<file path="src/ucg_pkg.sv">
/*
 * Constants, mode type and carriers of the serial clock generator.
 * Assumes one system clock and an 8-bit register port.
 */
// Overview of operation
// - Four clock modes yield transmitter and receiver base clocks.
// - Mode select bit one picks synchronous operation, zero asynchronous.
// - In synchronous operation pin direction output is master, input slave.
// - Transfer clock pin is ignored entirely in asynchronous modes.
// - Baud counter decrements each clock, reloads at zero or low write.
// - One baud pulse per zero, rate is clock over divisor plus one.
// - Transmitter clock is baud divided by 16, 8 or 2 by mode, or the pin change edge in slave.
// - Receiver takes undivided baud, or both pin edges in slave; recovery uses 2, 8 or 16 states.
// - Divisor is twelve bits made of high and low registers.
// - Double speed applies only asynchronously; software keeps it zero else.
// - Double speed gives 8 receiver samples and transmitter divide by 8.
// - Slave clock passes synchroniser and edge detector, two clocks late.
// - Sampling happens on the edge opposite to the output change edge.
// - Polarity zero: change on rising, sample on falling; one reverses.
// - Internal baud clocks async and master; master drives pin out.

package ucg_pkg;

    // ------------------------------------------------------------------
    // register map
    // ------------------------------------------------------------------
    localparam int          DATA_W       = 8;
    localparam int          ADDR_W       = 3;
    localparam int          DIV_W        = 12;
    localparam int          DIV_HIGH_W   = 4;
    localparam logic [2:0]  ADDR_CTRL_A  = 3'h0;
    localparam logic [2:0]  ADDR_CTRL_C  = 3'h1;
    localparam logic [2:0]  ADDR_DIV_LO  = 3'h2;
    localparam logic [2:0]  ADDR_DIV_HI  = 3'h3;
    localparam logic [2:0]  ADDR_PIN     = 3'h4;
    localparam logic [2:0]  ADDR_STATUS  = 3'h5;

    // field positions
    localparam int BIT_DOUBLE_SPEED = 1;  // in control_status_a
    localparam int BIT_SYNC_MODE    = 6;  // in control_status_c
    localparam int BIT_POLARITY     = 0;  // in control_status_c
    localparam int BIT_PIN_DIR      = 0;  // in pin control
    localparam int BIT_POWER_OFF    = 1;  // in pin control

    // reset values
    localparam logic [7:0] RST_BYTE    = 8'h00;
    localparam logic [3:0] RST_DIV_HI  = 4'h0;
    localparam logic [7:0] RST_PIN     = 8'h00;

    // ------------------------------------------------------------------
    // divider and recovery figures
    // ------------------------------------------------------------------
    localparam logic [4:0] TX_DIV_NORMAL = 5'h10;
    localparam logic [4:0] TX_DIV_DOUBLE = 5'h08;
    localparam logic [4:0] TX_DIV_MASTER = 5'h02;
    localparam logic [4:0] RX_ST_NORMAL  = 5'h10;
    localparam logic [4:0] RX_ST_DOUBLE  = 5'h08;
    localparam logic [4:0] RX_ST_SYNC    = 5'h02;

    // one-hot clock modes
    typedef enum logic [3:0] {
        MODE_ASYNC_NORMAL = 4'b0001,
        MODE_ASYNC_DOUBLE = 4'b0010,
        MODE_SYNC_MASTER  = 4'b0100,
        MODE_SYNC_SLAVE   = 4'b1000
    } ucg_mode_type;

    // decoded configuration
    typedef struct packed {
        logic             power_off;
        logic             pin_dir;
        logic             polarity;
        logic             sync_mode;
        logic             double_speed;
        logic [DIV_W-1:0] divisor;
    } ucg_cfg_type;

    // one-cycle enables to transmitter and receiver
    typedef struct packed {
        logic tx_clk;
        logic rx_clk;
        logic change;
        logic sample;
    } ucg_strobe_type;

endpackage

</file>
<file path="src/ucg_baud_counter.sv">
/*
 * Baud down-counter giving one-cycle pulses.
 * Assumes run and reload are on the same clock.
 */
`timescale 1ns/100ps
`default_nettype none

module ucg_baud_counter #(
    parameter int DIV_W = 12
) (
    // clock and reset
    input  wire logic             clk,
    input  wire logic             rst_n,
    // control
    input  wire logic             run,
    input  wire logic             reload,
    input  wire logic [DIV_W-1:0] divisor,
    // output enable
    output logic                  tick
);

    // ------------------------------------------------------------------
    // parameter check
    // ------------------------------------------------------------------
    if (DIV_W < 1 || DIV_W > 16) begin : g_bad_width
        $error("ucg_baud_counter: DIV_W out of range");
    end

    logic [DIV_W-1:0] count;
    logic             armed;
    wire              at_zero = (count == '0);

    // armed keeps the reset-time zero from producing a pulse
    assign tick = at_zero & armed & run;

    // count down, reload at zero or on a low-byte write
    always_ff @(posedge clk or negedge rst_n) begin
        if (!rst_n) begin
            count <= '0;
            armed <= 1'b0;
        end else if (!run) begin
            count <= '0;
            armed <= 1'b0;
        end else if (reload || at_zero) begin
            count <= divisor;
            armed <= 1'b1;
        end else begin
            count <= count - DIV_W'(1);
        end
    end

endmodule // ucg_baud_counter

`default_nettype wire

</file>
<file path="src/ucg_edge_sync.sv">
/*
 * Synchroniser and edge detector of the transfer clock pin.
 * Assumes pin_in is asynchronous to clk.
 */
`timescale 1ns/100ps
`default_nettype none

module ucg_edge_sync (
    // clock and reset
    input  wire logic clk,
    input  wire logic rst_n,
    // pin side
    input  wire logic pin_in,
    // detected level and edges
    output logic      level,
    output logic      rise,
    output logic      fall
);

    logic meta;
    logic sync;
    logic prev;

    // meta feeds only sync; prev holds the last clean level
    always_ff @(posedge clk or negedge rst_n) begin
        if (!rst_n) begin
            meta <= 1'b0;
            sync <= 1'b0;
            prev <= 1'b0;
        end else begin
            meta <= pin_in;
            sync <= meta;
            prev <= sync;
        end
    end

    // edge detection on the settled copy
    assign level = sync;
    assign rise  = sync & ~prev;
    assign fall  = ~sync & prev;

endmodule // ucg_edge_sync

`default_nettype wire

</file>
<file path="src/ucg_clock_gen.sv">
/*
 * Serial clock generator: registers, baud counter, dividers, edges.
 * Assumes one clock MCLK, async RESETN, a zero-wait register master.
 */
// Our own choices: the register offsets and strobed register access.
`timescale 1ns/100ps
`default_nettype none

module ucg_clock_gen #(
    parameter int DIV_W = ucg_pkg::DIV_W
) (
    // clock and reset
    input  wire logic                       MCLK,
    input  wire logic                       RESETN,
    // register port
    input  wire logic [ucg_pkg::ADDR_W-1:0] ADDR,
    input  wire logic [ucg_pkg::DATA_W-1:0] WDATA,
    input  wire logic                       WR,
    input  wire logic                       RD,
    output logic      [ucg_pkg::DATA_W-1:0] RDATA,
    // transfer clock pin
    input  wire logic                       XCK_I,
    output logic                            XCK_O,
    output logic                            XCK_OE,
    // enables to transmitter and receiver
    output logic                            TX_CLK,
    output logic                            RX_CLK,
    output logic                            SYNC_CHANGE,
    output logic                            SYNC_SAMPLE,
    // receiver recovery state
    output logic      [4:0]                 RX_STATES,
    output logic      [3:0]                 RX_PHASE
);

    // ------------------------------------------------------------------
    // parameter check
    // ------------------------------------------------------------------
    if (DIV_W != ucg_pkg::DIV_W) begin : g_bad_div
        $error("ucg_clock_gen: divisor width must be 12");
    end

    // ------------------------------------------------------------------
    // reset release
    // ------------------------------------------------------------------
    logic rst_meta;
    logic rst_n;

    // assert at once, release two edges later so no flop sees a runt
    always_ff @(posedge MCLK or negedge RESETN) begin
        if (!RESETN) begin
            rst_meta <= 1'b0;
            rst_n    <= 1'b0;
        end else begin
            rst_meta <= 1'b1;
            rst_n    <= rst_meta;
        end
    end

    // ------------------------------------------------------------------
    // register port decode
    // ------------------------------------------------------------------
    logic [7:0]                       ctrl_a;
    logic [7:0]                       ctrl_c;
    logic [7:0]                       div_low;
    logic [ucg_pkg::DIV_HIGH_W-1:0]   div_high;
    logic [7:0]                       pin_ctrl;

    wire wr_ctrl_a  = WR & (ADDR == ucg_pkg::ADDR_CTRL_A);
    wire wr_ctrl_c  = WR & (ADDR == ucg_pkg::ADDR_CTRL_C);
    wire wr_div_lo  = WR & (ADDR == ucg_pkg::ADDR_DIV_LO);
    wire wr_div_hi  = WR & (ADDR == ucg_pkg::ADDR_DIV_HI);
    wire wr_pin     = WR & (ADDR == ucg_pkg::ADDR_PIN);

    // control and divisor registers
    always_ff @(posedge MCLK or negedge rst_n) begin
        if (!rst_n) begin
            ctrl_a   <= ucg_pkg::RST_BYTE;
            ctrl_c   <= ucg_pkg::RST_BYTE;
            div_low  <= ucg_pkg::RST_BYTE;
            div_high <= ucg_pkg::RST_DIV_HI;
            pin_ctrl <= ucg_pkg::RST_PIN;
        end else begin
            if (wr_ctrl_a) ctrl_a <= WDATA;
            if (wr_ctrl_c) ctrl_c <= WDATA;
            if (wr_div_lo) div_low <= WDATA;
            if (wr_div_hi) div_high <= WDATA[ucg_pkg::DIV_HIGH_W-1:0];
            if (wr_pin) pin_ctrl <= WDATA;
        end
    end

    // ------------------------------------------------------------------
    // configuration and mode selection
    // ------------------------------------------------------------------
    ucg_pkg::ucg_cfg_type  cfg;
    ucg_pkg::ucg_mode_type mode;

    // high nibble and low byte form the twelve-bit divisor
    assign cfg = '{
        power_off:    pin_ctrl[ucg_pkg::BIT_POWER_OFF],
        pin_dir:      pin_ctrl[ucg_pkg::BIT_PIN_DIR],
        polarity:     ctrl_c[ucg_pkg::BIT_POLARITY],
        sync_mode:    ctrl_c[ucg_pkg::BIT_SYNC_MODE],
        double_speed: ctrl_a[ucg_pkg::BIT_DOUBLE_SPEED],
        divisor:      {div_high, div_low}
    };

    // double speed is ignored in synchronous operation
    wire ds_eff = cfg.double_speed & ~cfg.sync_mode;

    // mode from select bit, then pin direction or double speed
    assign mode = cfg.sync_mode
        ? (cfg.pin_dir ? ucg_pkg::MODE_SYNC_MASTER
                       : ucg_pkg::MODE_SYNC_SLAVE)
        : (ds_eff ? ucg_pkg::MODE_ASYNC_DOUBLE
                  : ucg_pkg::MODE_ASYNC_NORMAL);

    wire is_master = (mode == ucg_pkg::MODE_SYNC_MASTER);
    wire is_slave  = (mode == ucg_pkg::MODE_SYNC_SLAVE);
    wire active    = ~cfg.power_off;

    // ------------------------------------------------------------------
    // baud rate generator
    // ------------------------------------------------------------------
    logic baud_tick;
    // internal source for async and master; idle in slave
    wire  baud_run = active & ~is_slave;

    ucg_baud_counter #(
        .DIV_W   (DIV_W)
    ) u_baud (
        .clk     (MCLK),
        .rst_n   (rst_n),
        .run     (baud_run),
        .reload  (wr_div_lo),
        .divisor (cfg.divisor),
        .tick    (baud_tick)
    );

    // ------------------------------------------------------------------
    // external clock synchroniser
    // ------------------------------------------------------------------
    logic xck_rise;
    logic xck_fall;

    ucg_edge_sync u_xck (
        .clk    (MCLK),
        .rst_n  (rst_n),
        .pin_in (XCK_I),
        .level  (),
        .rise   (xck_rise),
        .fall   (xck_fall)
    );

    // pin edges count only in slave mode
    wire slave_rise = xck_rise & is_slave & active;
    wire slave_fall = xck_fall & is_slave & active;

    // ------------------------------------------------------------------
    // master transfer clock
    // ------------------------------------------------------------------
    logic xck_out;

    // a toggle per baud pulse halves the rate
    always_ff @(posedge MCLK or negedge rst_n) begin
        if (!rst_n) begin
            xck_out <= 1'b0;
        end else if (!is_master || !active) begin
            xck_out <= 1'b0;
        end else if (baud_tick) begin
            xck_out <= ~xck_out;
        end
    end

    wire master_rise = baud_tick & is_master & ~xck_out;
    wire master_fall = baud_tick & is_master & xck_out;

    // ------------------------------------------------------------------
    // synchronous edge selection
    // ------------------------------------------------------------------
    wire edge_rise = master_rise | slave_rise;
    wire edge_fall = master_fall | slave_fall;

    // polarity zero: change on rising, sample on falling; one swaps
    wire sync_change = cfg.polarity ? edge_fall : edge_rise;
    // sampling on the edge opposite the change edge
    wire sync_sample = cfg.polarity ? edge_rise : edge_fall;

    // ------------------------------------------------------------------
    // transmitter divider for asynchronous modes
    // ------------------------------------------------------------------
    logic [4:0] tx_cnt;
    logic [4:0] tx_len;

    // normal divides by sixteen, double speed by eight
    assign tx_len = ds_eff ? ucg_pkg::TX_DIV_DOUBLE
                           : ucg_pkg::TX_DIV_NORMAL;
    wire   tx_wrap  = (tx_cnt >= tx_len - 5'h01);
    wire   async_tx = baud_tick & ~cfg.sync_mode & tx_wrap;

    // counts baud pulses; wraps at the next pulse if the length shrinks mid-count
    always_ff @(posedge MCLK or negedge rst_n) begin
        if (!rst_n) begin
            tx_cnt <= 5'h00;
        end else if (cfg.sync_mode || !active) begin
            tx_cnt <= 5'h00;
        end else if (baud_tick) begin
            tx_cnt <= tx_wrap ? 5'h00 : tx_cnt + 5'h01;
        end
    end

    // ------------------------------------------------------------------
    // receiver recovery phase
    // ------------------------------------------------------------------
    logic [4:0] rx_states;
    logic [3:0] rx_phase;

    // state count from the decoded mode
    always_comb begin
        case (mode)
            ucg_pkg::MODE_ASYNC_NORMAL: rx_states = ucg_pkg::RX_ST_NORMAL;
            ucg_pkg::MODE_ASYNC_DOUBLE: rx_states = ucg_pkg::RX_ST_DOUBLE;
            ucg_pkg::MODE_SYNC_MASTER:  rx_states = ucg_pkg::RX_ST_SYNC;
            ucg_pkg::MODE_SYNC_SLAVE:   rx_states = ucg_pkg::RX_ST_SYNC;
            default:                    rx_states = ucg_pkg::RX_ST_NORMAL;
        endcase
    end

    // receiver base: undivided baud or either slave edge
    wire rx_base = (baud_tick & ~is_slave)
                 | slave_rise | slave_fall;
    wire rx_last = ({1'b0, rx_phase} >= rx_states - 5'h01);

    // phase wraps at the state count so a mode change recovers at once
    always_ff @(posedge MCLK or negedge rst_n) begin
        if (!rst_n) begin
            rx_phase <= 4'h0;
        end else if (!active) begin
            rx_phase <= 4'h0;
        end else if (rx_base) begin
            rx_phase <= rx_last ? 4'h0 : rx_phase + 4'h1;
        end
    end

    // ------------------------------------------------------------------
    // strobe registers
    // ------------------------------------------------------------------
    ucg_pkg::ucg_strobe_type next_strobe;
    ucg_pkg::ucg_strobe_type strobe;

    // sync transmitter clock is the change edge, in master already baud over two
    assign next_strobe = '{
        tx_clk: async_tx | sync_change,
        rx_clk: rx_base,
        change: sync_change,
        sample: sync_sample
    };

    // one register stage keeps the outputs glitch free
    always_ff @(posedge MCLK or negedge rst_n) begin
        if (!rst_n) begin
            strobe <= '0;
        end else begin
            strobe <= next_strobe;
        end
    end

    // ------------------------------------------------------------------
    // pin drive and read-back
    // ------------------------------------------------------------------
    // only master drives the pin
    assign XCK_O  = xck_out;
    assign XCK_OE = is_master & active;

    logic [7:0] status;
    logic [7:0] rd_mux;
    logic [7:0] rdata_q;

    // status shows the live mode and recovery phase
    assign status = {rx_phase, mode};

    // unmapped offsets read as zero
    assign rd_mux =
        (ADDR == ucg_pkg::ADDR_CTRL_A) ? ctrl_a :
        (ADDR == ucg_pkg::ADDR_CTRL_C) ? ctrl_c :
        (ADDR == ucg_pkg::ADDR_DIV_LO) ? div_low :
        (ADDR == ucg_pkg::ADDR_DIV_HI) ? {4'h0, div_high} :
        (ADDR == ucg_pkg::ADDR_PIN)    ? pin_ctrl :
        (ADDR == ucg_pkg::ADDR_STATUS) ? status : 8'h00;

    // read data stands only in the cycle after the strobe
    always_ff @(posedge MCLK or negedge rst_n) begin
        if (!rst_n) begin
            rdata_q <= 8'h00;
        end else begin
            rdata_q <= RD ? rd_mux : 8'h00;
        end
    end

    // ------------------------------------------------------------------
    // outputs
    // ------------------------------------------------------------------
    assign RDATA       = rdata_q;
    assign TX_CLK      = strobe.tx_clk;
    assign RX_CLK      = strobe.rx_clk;
    assign SYNC_CHANGE = strobe.change;
    assign SYNC_SAMPLE = strobe.sample;
    assign RX_STATES   = rx_states;
    assign RX_PHASE    = rx_phase;

endmodule // ucg_clock_gen

`default_nettype wire

</file>
<file path="config.mk">
export PLATFORM = sky130hd
export DESIGN_NAME = ucg_clock_gen
export DESIGN_NICKNAME = d
export VERILOG_FILES = /design/src/ucg_pkg.sv /design/src/ucg_baud_counter.sv /design/src/ucg_edge_sync.sv /design/src/ucg_clock_gen.sv
export SDC_FILE = /design/constraint.sdc
export NUM_CORES = 1
export LEC_CHECK = 0
export ABC_AREA = 1
export BUFFER_PORTS_ARGS = -buffer_cell sky130_fd_sc_hd__buf_2
export CAP_MARGIN = 30
export CORE_UTILIZATION = 60
export CTS_BUF_LIST = sky130_fd_sc_hd__clkbuf_16
export DETAILED_ROUTE_END_ITERATION = 16
export GPL_ROUTABILITY_DRIVEN = 0
export GPL_TIMING_DRIVEN = 1
export MAX_ROUTING_LAYER = met4
export PLACE_DENSITY = 0.78
export SYNTH_ARGS = -nofsm -noshare
export SYNTH_HDL_FRONTEND = slang
export SYNTH_SLANG_ARGS = --single-unit
</file>
<file path="constraint.sdc">
create_clock -name MCLK -period 5.6 [get_ports MCLK]
set_input_delay 0.28 -clock MCLK [delete_from_list [all_inputs] [get_ports MCLK]]
set_output_delay 0.28 -clock MCLK [all_outputs]
set_load 0.01 [all_outputs]
</file>
Word level (Yosys, flattened, before mapping)
Cells that the tools add are included.
{"block": "word_totals", "ff_bits": 76, "latchBits": 0, "ram_bits": 0, "mem_bits_ro": 0, "input_bits": 16, "output_inout_bits": 23, "word_cells": 105, "n_memories": 0}
{"block": "op_classes", "add_sub_neg": 5, "mul": 0, "div_mod_pow": 0, "order_cmp": 2, "n_eq_ne": 9, "shifts": 0, "mux": 26, "bitwise_logic": 33, "n_reduce_logical": 10}
{"cell": "$mux 8", "count": 7}
{"cell": "$mux 12", "count": 2}
{"cell": "$and 1x1->1", "count": 22}
{"cell": "$mux 4", "count": 5}
{"cell": "$mux 5", "count": 4}
{"cell": "$logic_not 12->1", "count": 1}
{"cell": "$sub 12x1->12 const B", "count": 1}
{"cell": "$pmux 5 s2", "count": 1}
{"cell": "$sub 5x1->5 const B", "count": 2}
{"cell": "$eq 3x2->1 const B", "count": 2}
{"cell": "$eq 3x3->1 const B", "count": 2}
{"cell": "$mux 1", "count": 6}
{"cell": "$not 1->1", "count": 6}
{"cell": "$reduce_bool 2->1", "count": 3}
{"cell": "$add 5x1->5 const B", "count": 1}
{"cell": "$ge 4x5->1", "count": 1}
{"cell": "$ge 5x5->1", "count": 1}
{"cell": "$or 1x1->1", "count": 5}
{"cell": "$add 4x1->4 const B", "count": 1}
{"cell": "$eq 4x2->1 const B", "count": 1}
{"cell": "$eq 4x3->1 const B", "count": 1}
{"cell": "$eq 4x4->1 const B", "count": 1}
{"cell": "$eq 3x1->1 const B", "count": 1}
{"cell": "$logic_not 3->1", "count": 1}
{"cell": "other kinds (5)", "count": 7}

Depth between registers and ports, before layout
{"block": "logic_depth", "depth_word": 13, "mapped_depth": 11, "ltp_nobuf": 11}

By module
Synthesis repeated with hierarchy kept, for this count alone.
{"block": "hier_totals", "hier_cells": 477, "area_unflattened_um2": 3945.0}
{"mod": "ucg_clock_gen", "n_inst": 1, "cells_per_inst": 334, "area_per_inst_um2": 2922.8}
{"mod": "ucg_baud_counter", "n_inst": 1, "cells_per_inst": 136, "area_per_inst_um2": 932.1}
{"mod": "ucg_edge_sync", "n_inst": 1, "cells_per_inst": 7, "area_per_inst_um2": 90.1}

Worst setup path after synthesis
Ideal clock, no wire load.
{"block": "synth_path", "kind": "register to register", "startpoint": "reg ctrl_c[6]", "endpoint": "reg tx_cnt[1]", "setup_ps": 76, "arrival_ps": 1622, "setup_slack_ps": 3902, "stages_incl_launch_ff": 8, "period_less_slack_ps": 1698, "cell_sequence": "dfrtp_1 -> buf_4 -> nor2_1 -> ha_1 -> a21boi_0 -> nor3_1 -> nand3_1 -> o21ai_1"}
{"block": "synth_via", "elab_chain_cells": 9}
{"element": "start: declaration", "line": "ucg_clock_gen.sv:63", "rtl": "logic [7:0] ctrl_c;"}
{"element": "start signal: assignment", "line": "ucg_clock_gen.sv:78", "rtl": "ctrl_c <= ucg_pkg::RST_BYTE;"}
{"element": "parallel branches: the longest is 9 deep, another holds $sub 5x1->5"}
{"element": "end signal: assignment", "line": "ucg_clock_gen.sv:207", "rtl": "tx_cnt <= tx_wrap ? 5'h00 : tx_cnt + 5'h01;"}
{"element": "end: declaration", "line": "ucg_clock_gen.sv:191", "rtl": "logic [4:0] tx_cnt;"}
Parallel ways; which one is timed is not known. The select of a mux whose other input is x is not followed.
A chain may end at the register's enable or synchronous reset.

Worst setup path after layout
{"block": "layout_path", "startpoint": "reg ctrl_c[6]", "endpoint": "reg tx_cnt[3]"}
Same word-level chain as after synthesis.

==> results.toml <==
[critical_path]
slowest_delay_ns = 0.50
cp.arrival_ns = 2.11
startpoint_type = "flip-flop"
crit_slowest_cell = "dfrtp_1"
critical_path_class = "flip-flop to flip-flop"
cp_cell_sequence = "nor2_1 -> ha_1 -> a21boi_0 -> nor3_1 -> nand3_1 -> o21ai_1"
worstPathRequired_ns = 5.86
critPathMaxFanout = 10
worst_setup_path_end_kind = "flip-flop"
critPathBufInv = 0
cpLargestDelayFamily = "simple AND/OR/NAND/NOR gates"

[timing]
finalHoldViolCount = 0
slew_viol_final = 0
fmax_mhz = 539
whs_ns = 0.0544
relSlewSlack_pct = 38.6
rsz0062_at_grt = "false"
fin_worst_skew_ns = 0.00678
tightest_slew_ns = 0.921
timing.setup.tns_ns = 0
setup_viol = 0
period_minus_slack_ns = 1.85
finalCritPeriodShare_pct = 33.1

[synthesis]
synth_compound_area_share_pct = 15.2
synthXorXnorAreaFrac_pct = 2.51
yosysWarnings = 0
ys.flop_type = "dfrtp_1"
synthCells = 436
netlist_area_sq_mm = 0.00383
synth_mux_area_share_pct = 0
synthAdderAreaFrac_pct = 2.61
ys_seq_area_share_pct = 49.6
synth_edf_count = 0
synth_top_family_by_area = "simple AND/OR/NAND/NOR gates"
synth_area_per_cell_sq_um = 8.80
yosys.area_share.simple_pct = 23.2
ys_seq_elements = 76
synthArstFlopShare_pct = 100
synth_cell_types = 37

[global_route]
antenna_found_initial = 0
grt_max_degree = 75
grtUsageTotal_pct = 29.4
grt_pass1_wl_um = 14000
grt_overflow = 0
grt_pass1_vias = 2908

[die]
core-area_sq_mm = 0.00603
row_count = 28
initial_utilization_pct = 63.6
die_w_um = 81.9
dieArea_sq_mm = 0.00671
ioPinCount = 39
die_h_um = 81.9

[power]
p_sw_share_pct = 33.3
p_per_area_mw_per_mm2 = 417
pwr-share-clk_pct = 33.1
power_frac_seq_pct = 40.5
peakVddDrop_mv = 0.241
comb_power_share_pct = 26.4
p_leak_nw = 2.25
p_int_w = 0.00121
power_switching_w = 0.000604

[detailed_routing]
drc = 0
num_vias = 3117
wl_um = 8620
wl_per_cell_um = 15.5
vias_per_cell = 5.62
drt_pass1_iterations = 5
ant_nets = 0
drt_iter0_markers = 255

[clock_tree]
clockBufferDepth = 2
clock-sinks = 76
cts_hold_buf = 1
htreeDepth = 3
cts_root_buf = "clkbuf_16"
clk_pin_slew_worst_paths_ns = 0.06
cts_tree = "built"
post_cts_buffers = 0
clock_latency_ns = 0.33
cts_resized = 0
numCtsBuffers = 9

[layout]
multi_input_area_sq_mm = 0.00168
layout_common_cells = "97 x nand2_1, 75 x dfrtp_1, 40 x inv_1, 36 x buf_2, 33 x nand3_1"
layout-drive-gt1-share_pct = 20.6
regArea_sq_mm = 0.00190
n_antenna_cell = 0
final_nets = 499
final_common_cell = "nand2_1"
num-fill-cells = 478
syn2layout_area_growth_pct = 13.5

[outcome]
outcome = "finished, final reports clean"

[job]
drv_cap = 0

[worst_hold_path]
hold_path_class = "primary input to flip-flop"

[placed_design]
dpl.hpwl_um = 6040
portBuffers = 36
==> registers in the layout, summed over array words and instances, names as in the netlist, 4 cells and up <==
register and cells:
u_baud.count 12, RDATA 8, ctrl_a 8, ctrl_c 8
div_low 8, pin_ctrl 8, tx_cnt 5, RX_PHASE 4
div_high 4
==> final timing paths <==
| check | from | endpoint | slack (ns) | depth (start not counted) |
|---|---|---|---|---|
| max reg2reg | ctrl_c[6] | tx_cnt[3] | 3.75 | 6 |
| min in group asynchronous | RESETN | rst_meta | 0.25 | 2 |
| min | XCK_I | u_xck.meta | 0.05 | 1 |
| min reg2reg | u_xck.meta | u_xck.level | 0.35 | 0 |
| max | ctrl_c[6] | tx_cnt[3] | 3.75 | 6 |
| max in group asynchronous | rst_n | tx_cnt[0] | 4.53 | 1 |
==> synth_stat cells, drive strengths merged (2+ instances only) <==
| library cell | instances | area share, % |
|---|---|---|
| nand3b | 2 | 0.39 |
| nand2 | 101 | 10 |
| xnor2 | 4 | 0.91 |
| inv | 45 | 4.4 |
| nor3 | 4 | 0.82 |
| buf | 10 | 2.2 |
| nand3 | 34 | 4.6 |
| o211a | 3 | 0.78 |
| xor2 | 7 | 1.6 |
| o21ai | 71 | 11 |
| nand4 | 13 | 2.1 |
| a21oi | 13 | 2.7 |
| dfrtp | 76 | 50 |
| ha | 8 | 2.6 |
| conb | 2 | 0.20 |
| nor2 | 35 | 4.6 |
==> power by group through the flow <==
stage	Clock (W)	Sequential [W]	Combinational (W)
finish	0.000600	0.000735	0.000478
global route	0.000627	0.000745	0.000543
CTS	0.000603	0.000733	0.000478
detailed placement	0	0.000740	0.000472
global placement	0	0.000738	0.000452
floorplan	0	0.000732	0.000378
==> area by class of cell <==
cell class | count | share of cell area (%)
clock buffers | 9 | 5.17
clock inverters | 7 | 1.93
repair buffers | 38 | 4.54
flip-flops and latches | 76 | 43.7
multi-input cells | 305 | 38.6
inverters | 45 | 3.88
well taps | 75 | 2.16
==> logic make-up (layout without fill, tap and decap cells) <==
kind of cell    after synthesis  count (layout)
buf+inv                      56              99
flops                        76              76
fa+ha+maj                     8               8
other cells                   2               3
simple gates                192             192
compound gates               91              91
xor+xnor                     11              11
==> stage by stage <==
| stage | total power [W] | instance area [sq um] | utilization, % | setup slack, ns | std cells |
|---|---|---|---|---|---|
| detailed placement | 0.00121 | 4030 | 66.9 | 3.81 | 538 |
| finish | 0.00181 | 4350 | 72.2 | 3.75 | 555 |
| global placement | 0.00119 | 4030 | 66.9 | 3.89 | 538 |
| floorplan | 0.00111 | 3840 | - | 3.33 | 437 |
| global route | 0.00191 | 4350 | 72.2 | 3.63 | 555 |
| CTS | 0.00181 | 4350 | 72.2 | 3.77 | 555 |
==> routing by layer <==
metal  global-route usage (%)  part of all wire [%]
met1                     38.4                    46
met2                     44.5                    48
met3                     6.11                   3.5
met4                     11.9                   3.3
met5                        -                     0
Power figures use the tool's default switching activity.
